==> src/design/bcal_defines.vh <==
`ifndef BCAL_DEFINES_VH
`define BCAL_DEFINES_VH
// Register map, plain 8-bit port
`define BCAL_ADDR_STATUS     8'h01
`define BCAL_ADDR_AGE        8'h02
`define BCAL_ADDR_RATED_HI   8'h03
`define BCAL_ADDR_RATED_LO   8'h04
`define BCAL_ADDR_FULLV      8'h05
`define BCAL_ADDR_TAPER      8'h06
`define BCAL_ADDR_FLOORV     8'h07
`define BCAL_ADDR_FLOORI     8'h08
`define BCAL_ADDR_UVTH       8'h09
`define BCAL_ADDR_COUNT_HI   8'h0a
`define BCAL_ADDR_COUNT_LO   8'h0b
// Status bit positions
`define BCAL_BIT_FULL        7
`define BCAL_BIT_AFLOOR      6
`define BCAL_BIT_SFLOOR      5
`define BCAL_BIT_LEARN       4
`define BCAL_BIT_LOWV        2
`define BCAL_BIT_PWRUP       1
// Age scalar codes
`define BCAL_AGE_UNAGED      8'h80
`define BCAL_AGE_FLOOR       8'h40
// Aging interval multiplier
`define BCAL_AGE_MULT_SHIFT  5
// Relative capacity thresholds in percent
`define BCAL_PCT_FULL_CLR    8'h5a
`define BCAL_PCT_AFLOOR_CLR  8'h05
`define BCAL_PCT_SFLOOR_SET  8'h0a
`define BCAL_PCT_SFLOOR_CLR  8'h0f
// Averaged current must exceed this for full detection
`define BCAL_MIN_CHG_LSB     16'sh0010
// Reset values of settings
`define BCAL_RST_RATED       16'h0000
`define BCAL_RST_BYTE        8'h00
`endif

==> src/design/bcal_capacity_learn.v <==
`include "bcal_defines.vh"

module bcal_capacity_learn #(
  parameter VOLT_SHIFT = 0
) (
  // Clock and reset
  input  wire               sys_clk,
  input  wire               reset_n,
  // Register port
  input  wire [7:0]         reg_addr,
  input  wire [7:0]         reg_wdata,
  input  wire               reg_write,
  input  wire               reg_read,
  output reg  [7:0]         reg_rdata,
  // Measurement results, one-cycle strobe per interval
  input  wire               meas_valid,
  input  wire [7:0]         cell_sense_voltage,
  input  wire signed [15:0] current_result,
  input  wire signed [15:0] averaged_current,
  input  wire               count_step,
  input  wire               count_decreasing,
  input  wire [7:0]         active_relative_remaining,
  input  wire [7:0]         standby_relative_remaining,
  // Cell model values at present temperature
  input  wire [15:0]        model_full_value,
  input  wire [15:0]        model_active_empty,
  // Nonvolatile age scalar and sleep
  input  wire [7:0]         stored_age_scalar,
  input  wire               sleep_enter,
  output reg                age_store_req,
  output reg  [7:0]         age_store_data,
  // State outputs
  output reg  [15:0]        coulomb_count,
  output reg  [7:0]         age_scalar
);

  reg [15:0] rated_cell_charge;
  reg [7:0]  full_voltage_threshold;
  reg [7:0]  taper_current_threshold;
  reg [7:0]  active_floor_voltage;
  reg [7:0]  active_floor_current;
  reg [7:0]  undervoltage_threshold;
  reg        full_charge_flag;
  reg        active_floor_flag;
  reg        standby_floor_flag;
  reg        learn_window_flag;
  reg        low_voltage_flag;
  reg        power_up_flag;
  reg [20:0] discharge_count;
  reg [23:0] learned_charge;
  reg        boot_load;
  reg        prev_chg_ok;
  reg        prev_dis_ok;
  reg        prev2_dis_ok;

  // Age scalar saturating at the floor code
  function [7:0] age_clamp;
    input [8:0] val;
    begin
      if (val < {1'b0, `BCAL_AGE_FLOOR})
        age_clamp = `BCAL_AGE_FLOOR;
      else if (val > 9'h0ff)
        age_clamp = 8'hff;
      else
        age_clamp = val[7:0];
    end
  endfunction

  // Aging step: a value already at or under the floor must not wrap upward
  function [7:0] age_dec;
    input [7:0] val;
    begin
      if (val <= `BCAL_AGE_FLOOR)
        age_dec = `BCAL_AGE_FLOOR;
      else
        age_dec = val - 8'h01;
    end
  endfunction

  // Status byte layout; reserved bits read as zero
  function [7:0] status_byte;
    input full, afloor, sfloor, learn, lowv, pwrup;
    begin
      status_byte = {full, afloor, sfloor, learn, 1'b0, lowv, pwrup, 1'b0};
    end
  endfunction

  // Floor and undervoltage settings share the result's 19.5 mV scale; full setting sees it shifted by VOLT_SHIFT
  wire volt_high = (cell_sense_voltage >> VOLT_SHIFT) > full_voltage_threshold;
  wire volt_low  = cell_sense_voltage < active_floor_voltage;
  wire uv_now    = cell_sense_voltage < undervoltage_threshold;
  // Averaged current in 50 uV units compared against the taper setting
  wire chg_ok = (averaged_current > `BCAL_MIN_CHG_LSB) &&
                (averaged_current < $signed({8'h00, taper_current_threshold}));
  wire dis_ok = (current_result < 16'sh0000) &&
                ((-current_result) > $signed({8'h00, active_floor_current}));
  wire full_det  = meas_valid && volt_high && chg_ok && prev_chg_ok;
  wire empty_det = meas_valid && volt_low && prev_dis_ok && prev2_dis_ok;

  wire [20:0] age_limit = {rated_cell_charge, 5'h00};
  wire        age_tick  = count_step && count_decreasing &&
                          (discharge_count + 21'd1 >= age_limit) &&
                          (rated_cell_charge != `BCAL_RST_RATED);

  // Learned scalar: charge since empty over full span, 2^-7 steps
  wire [31:0] learn_quot = (model_full_value == 16'h0000) ? 32'h0 :
              ({learned_charge, 7'h00} / {8'h00, model_full_value});
  wire [8:0]  learn_age  = (learn_quot > 32'h0ff) ? 9'h0ff : learn_quot[8:0];
  wire [7:0]  next_age_learn = age_clamp(learn_age);
  // Count value after full uses the updated scalar
  wire [7:0]  age_for_full = (full_det && learn_window_flag) ?
                             next_age_learn : age_scalar;
  wire [23:0] scaled_full = ({8'h00, model_full_value} * {16'h0, age_for_full})
                            >> 7;

  wire wr_status = reg_write && (reg_addr == `BCAL_ADDR_STATUS);
  wire wr_count  = reg_write && ((reg_addr == `BCAL_ADDR_COUNT_HI) ||
                                 (reg_addr == `BCAL_ADDR_COUNT_LO));

  always @(posedge sys_clk or negedge reset_n) begin
    if (!reset_n) begin
      age_scalar     <= `BCAL_AGE_UNAGED;
      coulomb_count  <= 16'h0000;
      age_store_req  <= 1'b0;
      age_store_data <= `BCAL_AGE_UNAGED;
    end else begin
      age_store_req <= 1'b0;
      // Stored scalar caught one edge after release, not under reset
      if (boot_load)
        age_scalar <= age_clamp({1'b0, stored_age_scalar});

      // Aging decrement, saved in the same cycle
      if (age_tick) begin
        age_scalar     <= age_dec(age_scalar);
        age_store_req  <= 1'b1;
        age_store_data <= age_dec(age_scalar);
      end

      // Coulomb count housekeeping, full beats empty
      if (count_step)
        coulomb_count <= count_decreasing ?
          ((coulomb_count == 16'h0) ? 16'h0 : coulomb_count - 16'd1) :
          coulomb_count + 16'd1;
      if (full_det) begin
        coulomb_count <= scaled_full[15:0];
        if (learn_window_flag) begin
          age_scalar     <= next_age_learn;
          age_store_req  <= 1'b1;
          age_store_data <= next_age_learn;
        end
      end else if (empty_det) begin
        coulomb_count <= model_active_empty;
      end else if (meas_valid && active_floor_flag && !learn_window_flag &&
                   coulomb_count > model_active_empty) begin
        coulomb_count <= model_active_empty;
      end else if (reg_write && reg_addr == `BCAL_ADDR_COUNT_HI) begin
        coulomb_count[15:8] <= reg_wdata;
      end else if (reg_write && reg_addr == `BCAL_ADDR_COUNT_LO) begin
        coulomb_count[7:0] <= reg_wdata;
      end

      // Host age write is taken verbatim; software owns that risk
      if (reg_write && reg_addr == `BCAL_ADDR_AGE) begin
        age_scalar     <= reg_wdata;
        age_store_req  <= 1'b1;
        age_store_data <= reg_wdata;
      end
    end
  end

  // One-shot marker for the reload edge after reset release
  always @(posedge sys_clk or negedge reset_n) begin
    if (!reset_n)
      boot_load <= 1'b1;
    else
      boot_load <= 1'b0;
  end

  // Qualifier history, advanced only on measurement strobes
  always @(posedge sys_clk or negedge reset_n) begin
    if (!reset_n) begin
      prev_chg_ok  <= 1'b0;
      prev_dis_ok  <= 1'b0;
      prev2_dis_ok <= 1'b0;
    end else if (meas_valid) begin
      prev_chg_ok  <= chg_ok && volt_high;
      prev_dis_ok  <= dis_ok;
      prev2_dis_ok <= prev_dis_ok;
    end
  end

  // Aging interval counter, restarted by each decrement
  always @(posedge sys_clk or negedge reset_n) begin
    if (!reset_n)
      discharge_count <= 21'h0;
    else if (count_step && count_decreasing) begin
      if (age_tick)
        discharge_count <= 21'h0;
      else
        discharge_count <= discharge_count + 21'd1;
    end
  end

  // Charge gathered since the empty point; restarts at each empty point
  always @(posedge sys_clk or negedge reset_n) begin
    if (!reset_n)
      learned_charge <= 24'h0;
    else if (empty_det)
      learned_charge <= 24'h0;
    else if (learn_window_flag && count_step && !count_decreasing)
      learned_charge <= learned_charge + 24'd1;
  end

  // Settings registers
  always @(posedge sys_clk or negedge reset_n) begin
    if (!reset_n) begin
      rated_cell_charge       <= `BCAL_RST_RATED;
      full_voltage_threshold  <= `BCAL_RST_BYTE;
      taper_current_threshold <= `BCAL_RST_BYTE;
      active_floor_voltage    <= `BCAL_RST_BYTE;
      active_floor_current    <= `BCAL_RST_BYTE;
      undervoltage_threshold  <= `BCAL_RST_BYTE;
    end else if (reg_write) begin
      case (reg_addr)
        `BCAL_ADDR_RATED_HI: rated_cell_charge[15:8] <= reg_wdata;
        `BCAL_ADDR_RATED_LO: rated_cell_charge[7:0]  <= reg_wdata;
        `BCAL_ADDR_FULLV:    full_voltage_threshold  <= reg_wdata;
        `BCAL_ADDR_TAPER:    taper_current_threshold <= reg_wdata;
        `BCAL_ADDR_FLOORV:   active_floor_voltage    <= reg_wdata;
        `BCAL_ADDR_FLOORI:   active_floor_current    <= reg_wdata;
        `BCAL_ADDR_UVTH:     undervoltage_threshold  <= reg_wdata;
        default: ;
      endcase
    end
  end

  // Full flag; a new full detection beats the percentage clear
  always @(posedge sys_clk or negedge reset_n) begin
    if (!reset_n)
      full_charge_flag <= 1'b0;
    else if (full_det)
      full_charge_flag <= 1'b1;
    else if (meas_valid && active_relative_remaining < `BCAL_PCT_FULL_CLR)
      full_charge_flag <= 1'b0;
  end

  // Active-floor flag; clear is checked every cycle, set wins
  always @(posedge sys_clk or negedge reset_n) begin
    if (!reset_n)
      active_floor_flag <= 1'b0;
    else if (meas_valid && volt_low)
      active_floor_flag <= 1'b1;
    else if (active_relative_remaining > `BCAL_PCT_AFLOOR_CLR)
      active_floor_flag <= 1'b0;
  end

  // Standby-floor flag; the gap between levels gives hysteresis
  always @(posedge sys_clk or negedge reset_n) begin
    if (!reset_n)
      standby_floor_flag <= 1'b0;
    else if (standby_relative_remaining > `BCAL_PCT_SFLOOR_CLR)
      standby_floor_flag <= 1'b0;
    else if (standby_relative_remaining < `BCAL_PCT_SFLOOR_SET)
      standby_floor_flag <= 1'b1;
  end

  // Learn window; a new empty point beats the clearing events
  always @(posedge sys_clk or negedge reset_n) begin
    if (!reset_n)
      learn_window_flag <= 1'b0;
    else if (empty_det)
      learn_window_flag <= 1'b1;
    else if (full_det || sleep_enter || wr_count ||
             current_result < 16'sh0000 || coulomb_count == 16'h0)
      learn_window_flag <= 1'b0;
  end

  // Low-voltage flag; a persisting undervoltage overrides the host clear
  always @(posedge sys_clk or negedge reset_n) begin
    if (!reset_n)
      low_voltage_flag <= 1'b1;
    else if (uv_now)
      low_voltage_flag <= 1'b1;
    else if (wr_status && !reg_wdata[`BCAL_BIT_LOWV])
      low_voltage_flag <= 1'b0;
  end

  // Power-up flag, cleared only by software
  always @(posedge sys_clk or negedge reset_n) begin
    if (!reset_n)
      power_up_flag <= 1'b1;
    else if (wr_status && !reg_wdata[`BCAL_BIT_PWRUP])
      power_up_flag <= 1'b0;
  end

  // Read data, one cycle after the strobe; unmapped reads zero
  always @(posedge sys_clk or negedge reset_n) begin
    if (!reset_n) begin
      reg_rdata <= 8'h00;
    end else if (reg_read) begin
      case (reg_addr)
        `BCAL_ADDR_STATUS: reg_rdata <= status_byte(full_charge_flag,
          active_floor_flag, standby_floor_flag, learn_window_flag,
          low_voltage_flag, power_up_flag);
        `BCAL_ADDR_AGE:      reg_rdata <= age_scalar;
        `BCAL_ADDR_RATED_HI: reg_rdata <= rated_cell_charge[15:8];
        `BCAL_ADDR_RATED_LO: reg_rdata <= rated_cell_charge[7:0];
        `BCAL_ADDR_FULLV:    reg_rdata <= full_voltage_threshold;
        `BCAL_ADDR_TAPER:    reg_rdata <= taper_current_threshold;
        `BCAL_ADDR_FLOORV:   reg_rdata <= active_floor_voltage;
        `BCAL_ADDR_FLOORI:   reg_rdata <= active_floor_current;
        `BCAL_ADDR_UVTH:     reg_rdata <= undervoltage_threshold;
        `BCAL_ADDR_COUNT_HI: reg_rdata <= coulomb_count[15:8];
        `BCAL_ADDR_COUNT_LO: reg_rdata <= coulomb_count[7:0];
        default:             reg_rdata <= 8'h00;
      endcase
    end else begin
      reg_rdata <= 8'h00;
    end
  end

endmodule // bcal_capacity_learn

==> config.mk <==
export PLATFORM = sky130hd
export DESIGN_NAME = bcal_capacity_learn
export DESIGN_NICKNAME = d
export VERILOG_FILES = /design/src/design/bcal_capacity_learn.v
export VERILOG_INCLUDE_DIRS = /design/src /design/src/design
export SDC_FILE = /design/constraint.sdc
export NUM_CORES = 2
export LEC_CHECK = 0
export ABC_AREA = 1
export BUFFER_PORTS_ARGS = -buffer_cell sky130_fd_sc_hd__buf_4
export CORE_ASPECT_RATIO = 2
export CORE_MARGIN = 4
export CORE_UTILIZATION = 36
export CTS_BUF_LIST = sky130_fd_sc_hd__clkbuf_16
export CTS_CLUSTER_DIAMETER = 200
export DETAILED_ROUTE_END_ITERATION = 12
export GPL_ROUTABILITY_DRIVEN = 0
export HOLD_SLACK_MARGIN = 0.02
export PLACE_DENSITY_LB_ADDON = 0.12
export SYNTH_ARGS = -nofsm -noshare
export SYNTH_HDL_FRONTEND = slang
export SYNTH_SLANG_ARGS = --single-unit
==> constraint.sdc <==
create_clock -name sys_clk -period 73.4 [get_ports sys_clk]
set_clock_uncertainty 0.05 [all_clocks]
set_input_delay 14.68 -clock sys_clk [delete_from_list [all_inputs] [get_ports sys_clk]]
set_output_delay 14.68 -clock sys_clk [all_outputs]
set_load 0.01 [all_outputs]
Word-level counts from Yosys, hierarchy flattened:

Index checks and enable logic that the tools add are counted.

* input port bits: 120
* output and inout bits: 41
* register bits: 152
* word-level logic and storage cells: 158

* reductions and logical operators: 52
* multiplexer cells: 44
* add/sub/neg operators: 6
* equal/unequal tests: 11
* magnitude comparators: 18
* divide/modulo/power cells: 1
* multipliers: 1

Operators by type and width (count)
* two-way mux 8 bit: 18
* two-way mux 16 bit: 6
* one-hot mux 8 bit (11 select lines): 1
* two-way mux 24 bit: 2
* divider 31 x 16 -> 32 bit: 1
* equality test 8 x 3 -> 1 bit, second input constant: 4
* equality test 8 x 4 -> 1 bit, second input constant: 4
* greater-than comparator 32 x 8 -> 1 bit, second input constant: 1
* zero test 16 bit: 2
* two-way mux 32 bit: 1
* logical AND 1 bit: 26
* adder 24 x 1 -> 24 bit, second input constant: 1
* multiplier 16 x 8 -> 23 bit: 1
* adder 21 x 1 -> 21 bit, second input constant: 1
* >= comparator 21 bit: 1
* two-way mux 21 bit: 1
* adder 16 x 1 -> 16 bit, second input constant: 1
* equality test 8 x 2 -> 1 bit, second input constant: 2
* greater-than comparator 16 bit: 1
* greater-than comparator 16 x 6 -> 1 bit, second input constant: 1
* greater-than comparator 16 x 9 -> 1 bit: 1
* < comparator 16 x 1 -> 1 bit, second input constant: 1
* < comparator 16 x 9 -> 1 bit: 1
* < comparator 8 x 7 -> 1 bit, second input constant: 2
* other kinds (20): 52

Depth between registers and ports, before layout:

* word-level depth: 10
* mapped depth: 565

Worst setup path before layout:

Ideal clock, no wire load.

* kind: in2reg
* start point: input port model_full_value[0]
* end point: register coulomb_count[15]
* path buffers: 53
* arrival: 88.366 ns
* cell stages on the path: 522
* path slack: -15.146 ns
* cells stage by stage: buf_2 > clkinv_1 > clkbuf_1 > ha_1 > nand2_1 > inv_1 > nand3_1 > nor3_1 > nand3_1 > nor2_1 > nand3_2 > nand2_4 > nand2_1 > nor4_1 > xor2_1 > ha_1 > nand2_1 > nor4_1 > [... 486 more ...] > nand2_2 > buf_2 > nor2_2 > fa_1 > fa_1 > inv_1 > fa_1 > inv_1 > ha_1 > a21oi_1 > inv_1 > a31oi_1 > o21ai_0 > a21oi_1 > nand2_1 > or2_0 > nand3_1 > nand3_1

* word-level cells in the longest chain between the ends: 10

RTL lines
* start, declared: line bcal_capacity_learn.v:25 `input wire [15:0] model_full_value,`
* divider 31 x 16 -> 32 bit / zero test 16 bit (equally long branches): line bcal_capacity_learn.v:107, bcal_capacity_learn.v:106
* two-way mux 32 bit: line bcal_capacity_learn.v:106 `wire [31:0] learn_quot = (model_full_value == 16'h0000) ? 32'h0 :`
* greater-than comparator 32 x 8 -> 1 bit: line bcal_capacity_learn.v:108 `wire [8:0] learn_age = (learn_quot > 32'h0ff) ? 9'h0ff : learn_quot[8:0];`
* two-way mux 9 bit: line bcal_capacity_learn.v:108
* greater-than comparator 9 x 8 -> 1 bit: line bcal_capacity_learn.v:62 `else if (val > 9'h0ff)`
* two-way mux 8 bit: line bcal_capacity_learn.v:62
* two-way mux 8 bit: line bcal_capacity_learn.v:60 `` if (val < {1'b0, `BCAL_AGE_FLOOR}) ``
* two-way mux 8 bit: line bcal_capacity_learn.v:111 `wire [7:0] age_for_full = (full_det && learn_window_flag) ?`
* multiplier 16 x 8 -> 23 bit *: line bcal_capacity_learn.v:113 `wire [23:0] scaled_full = ({8'h00, model_full_value} * {16'h0, age_for_full})`
* two-way mux 16 bit *: line bcal_capacity_learn.v:144 `if (full_det) begin`
* end signal, assigned: line bcal_capacity_learn.v:141 `coulomb_count <= count_decreasing ?`
* end signal, assigned: line bcal_capacity_learn.v:145 `coulomb_count <= scaled_full[15:0];`
* end signal, assigned: line bcal_capacity_learn.v:152 `coulomb_count <= model_active_empty;`
* end, declared: line bcal_capacity_learn.v:33 `output reg [15:0] coulomb_count,`

Every way passes the cells marked *; elsewhere a longest branch is shown, timed or not.
A chain may end at the register's enable or synchronous reset.

Worst setup path after layout:

* start point: input port model_full_value[13]
* end point: register coulomb_count[14]

The elaborated chain is that of the path after synthesis.

==> qor.tcl <==
set qor(holdBufCountCts) 0
set qor(crit_path_end_kind) {flip-flop}
set qor(worst_path_most_repeated_cell) {buf_4}
set qor(drt_iter0_markers) 3026
set qor(cts-buffers-inserted) 17
set qor(grt_first_pass_wirelength_microns) 348000
set qor(status) {complete, but fails checks}
set qor(max_slew.worst_pin.slew_ns) 1.24
set qor(chipHeight_microns) 528
set qor(arrival_ns) 80.91
set qor(antenna_found_initial) 2
set qor(setup_viol) 22
set qor(routed_wl_microns) 235000
set qor(cts.sink_count) 152
set qor(synthMuxAreaShare_pct) 0.0411
set qor(h-tree-depth) 4
set qor(global_route.usage.total_pct) 31.2
set qor(min-delay-path-class) {reg -> reg}
set qor(start_kind) {input port}
set qor(grt_max_degree) 81
set qor(critical-path-top-delay-family) {simple AND/OR/NAND/NOR gates}
set qor(post_synth_and_or_nand_nor_area_fraction_pct) 38.8
set qor(max-cap-violations) 0
set qor(worst_path_max_delay_cell) {fa_1}
set qor(asyncSetResetFlopFracSynth_pct) 100
set qor(synth_ff_type) {dfrtp_1}
set qor(ioPinCount) 161
set qor(max_freq_mhz) 12.4
set qor(rows) 190
set qor(grt_setup_unrepaired) {true}
set qor(path_class) {in -> reg}
set qor(postSynthAreaPerCell_sq_um) 6.24
set qor(period_minus_slack_ns) 80.57
set qor(portBuffers) 158
set qor(coreArea_sq_um) 134000
set qor(first_global_vias) 68200
set qor(synth_top_family_by_area) {simple AND/OR/NAND/NOR gates}
set qor(cpPeakStageDelay_ns) 0.54
set qor(syn-instance-count) 7802
set qor(finalNetCount) 11700
set qor(critPathMaxFanout) 15
set qor(initial_utilization_pct) 36.3
set qor(cts_tree) {yes}
set qor(report.final.slew_viol_count) 0
set qor(synth.ff_latch_count) 152
set qor(dieWidth_microns) 268
set qor(final_min_period_over_clock_period_pct) 110
set qor(cp_num_buf_inv) 128
set qor(data_required_time_at_the_worst_endpoint_ns) 73.74
set qor(layout_setup_ws_ns) -7.17
set qor(drt_first_pass_iters) 8
set qor(root_buffer) {clkbuf_16}
set qor(detail-route-antenna-nets) 0
set qor(post_synthesis_adder_cell_area_fraction_pct) 16.3
set qor(remaining_drc_errors) 0
set qor(dieArea_sq_um) 141000
set qor(synth_fp_nets) 8508
set qor(area_growth_pct) 70.6
set qor(dp_slack_ns) -13.21
set qor(path_clk_slew_ns) 0.07
set qor(clock_latency_on_the_worst_skew_pair_ns) 0.47
set qor(routedWlPerCell_microns) 18.5
set qor(synthDistinctLibCells) 106
set qor(hpwl_after_detailed_placement_microns) 182000
set qor(number_of_enable_flip_flop_cells_after_synthesis) 0
set qor(yosysSeqAreaShare_pct) 7.83
set qor(detailroute.via_count) 66300
set qor(clockBufferDepth) 2
set qor(synth_compound_area_share_pct) 16.6
set qor(post_synthesis_xor_xnor_area_fraction_pct) 8.51
set qor(failing_checks) {setup timing}
set qor(globalRouteOverflowTotal) 0
set qor(nFillCells) 12100
set qor(share_of_cells_above_drive_strength_1_pct) 46.5
set qor(viasPerCell) 5.22
set qor(yosys_warning_count) 0
set qor(finalHoldViolCount) 0
set qor(netlist_area_sq_um) 48700
set qor(timing.slew.headroom_pct) 16.6
layer usage:
metal | vias to the layer above | global-route usage, % | part of all wire (%)
met5 | - | 0 | 0
met4 | 0 | 30.4 | 13
met3 | 1219 | 2.54 | 3.4
met2 | 2015 | 62.2 | 54
met1 | 30900 | 25.9 | 30
li1 | 32200 | - | -
what timing repair did:
action,in CTS,in global routing
pin swaps,512,524
endpoints found under the setup margin,26,26
setup buffers,648,150
gates cloned,9,3
resized for setup,785,703
tightest hold or removal path, stage by stage (launching register included):
cell     delay, ns
dfstp_2       0.37
o21ai_0       0.07
inv_1         0.05
layout make-up:
cell class	count	area, sq um	area share, %
inverter	1129	4630	5.57
timing repair inverter	5	50.0	0.0603
tap	1728	2160	2.60
sequential	152	3810	4.59
timing repair buffer	3297	25700	31.0
clock inverter	15	169	0.203
clock buffer	17	425	0.512
multi-input combinational	6354	46000	55.4
antenna	1	2.50	0.00301
cell usage after synthesis (all sizes together) (6+ instances only):
| master | instances | area share [%] |
|---|---|---|
| nand2 | 1992 | 18 |
| inv | 1093 | 8.6 |
| nor2 | 857 | 8.0 |
| o21ai | 603 | 6.4 |
| nand3 | 570 | 7.1 |
| a21oi | 515 | 5.4 |
| ha | 503 | 13 |
| xor2 | 270 | 5.0 |
| nand4 | 203 | 2.7 |
| xnor2 | 191 | 3.5 |
| dfrtp | 147 | 7.6 |
| nor3 | 125 | 1.4 |
| clkbuf | 111 | 1.5 |
| fa | 83 | 3.4 |
| buf | 54 | 1.2 |
| nor4 | 51 | 0.66 |
| o22ai | 49 | 0.63 |
| or2 | 41 | 0.53 |
| o21bai | 36 | 0.56 |
| o211ai | 35 | 0.55 |
| clkinv | 30 | 0.32 |
| o21a | 29 | 0.45 |
| a221oi | 23 | 0.41 |
| a31oi | 23 | 0.30 |
| a211oi | 18 | 0.28 |
| a21o | 16 | 0.27 |
| o31ai | 16 | 0.25 |
| nand3b | 15 | 0.23 |
| a2111oi | 9 | 0.16 |
| o221ai | 9 | 0.16 |
| a221o | 8 | 0.16 |
| o311ai | 8 | 0.14 |
| o2111ai | 7 | 0.13 |
| a21boi | 6 | 0.12 |
| bufinv | 6 | 0.22 |
state kept, by name, indices dropped and copies added, names as in the netlist, 8 cells and up:
name	count
discharge_count	21
taper_current_threshold	8
full_voltage_threshold	8
active_floor_voltage	8
undervoltage_threshold	8
age_scalar	8
age_store_data	8
reg_rdata	8
learned_charge	24
active_floor_current	8
rated_cell_charge	16
coulomb_count	16
stage by stage:
| stage | hold slack [ns] | instances | util (%) | setup TNS [ns] | cell area [sq um] |
|---|---|---|---|---|---|
| final | 0.434 | 12700 | 61.9 | -129.19 | 83000 |
| after global routing | 0.457 | 12700 | 61.9 | -201.24 | 83000 |
| after CTS | 0.432 | 12600 | 58.9 | -126.08 | 79000 |
| after detailed placement | 0.421 | 11900 | 52.3 | -272.42 | 70100 |
| after global placement | 0.406 | 11900 | 52.3 | -262.23 | 70100 |
| after floorplan | 0.393 | 7802 | - | -136.54 | 50100 |
placed cells by master, fill, tap and decap left out, types with 121 or more instances in the layout:
cell,count
buf_4,3146
nand2_1,1497
inv_1,920
nor2_1,616
nand3_1,421
a21oi_1,349
o21ai_0,345
ha_1,334
nand2_2,319
xor2_1,250
nand4_1,197
xnor2_1,175
nand2_4,170
ha_4,156
dfrtp_1,147
inv_2,141
nor2_2,121
path summary, 6_finish.rpt:
path / from / endpoint / slack, ns / cells past startpoint
setup / recovery: model_full_value[13] / coulomb_count[14]$_DFFE_PN0P_ / -7.17 / 494
hold / removal: power_up_flag$_DFFE_PN1P_ / power_up_flag$_DFFE_PN1P_ / 0.43 / 2
setup reg to reg: learned_charge[0]$_DFFE_PN0P_ / coulomb_count[14]$_DFFE_PN0P_ / 6.11 / 495
hold reg to reg: power_up_flag$_DFFE_PN1P_ / power_up_flag$_DFFE_PN1P_ / 0.43 / 2
max in group asynchronous: reset_n / active_floor_voltage[0]$_DFFE_PN0P_ / 57.53 / 2
min in group asynchronous: reset_n / taper_current_threshold[5]$_DFFE_PN0P_ / 14.22 / 1
cell families after synthesis:
family          count (synthesis)
simple gates                 3874
compound gates               1429
buf+inv                      1297
fa+ha+maj                     586
xor+xnor                      461
flops                         152
mux                             2
other cells                     1
Power is not shown: default switching activity piles up to over one toggle a cycle in this logic, so the estimate is an artifact.
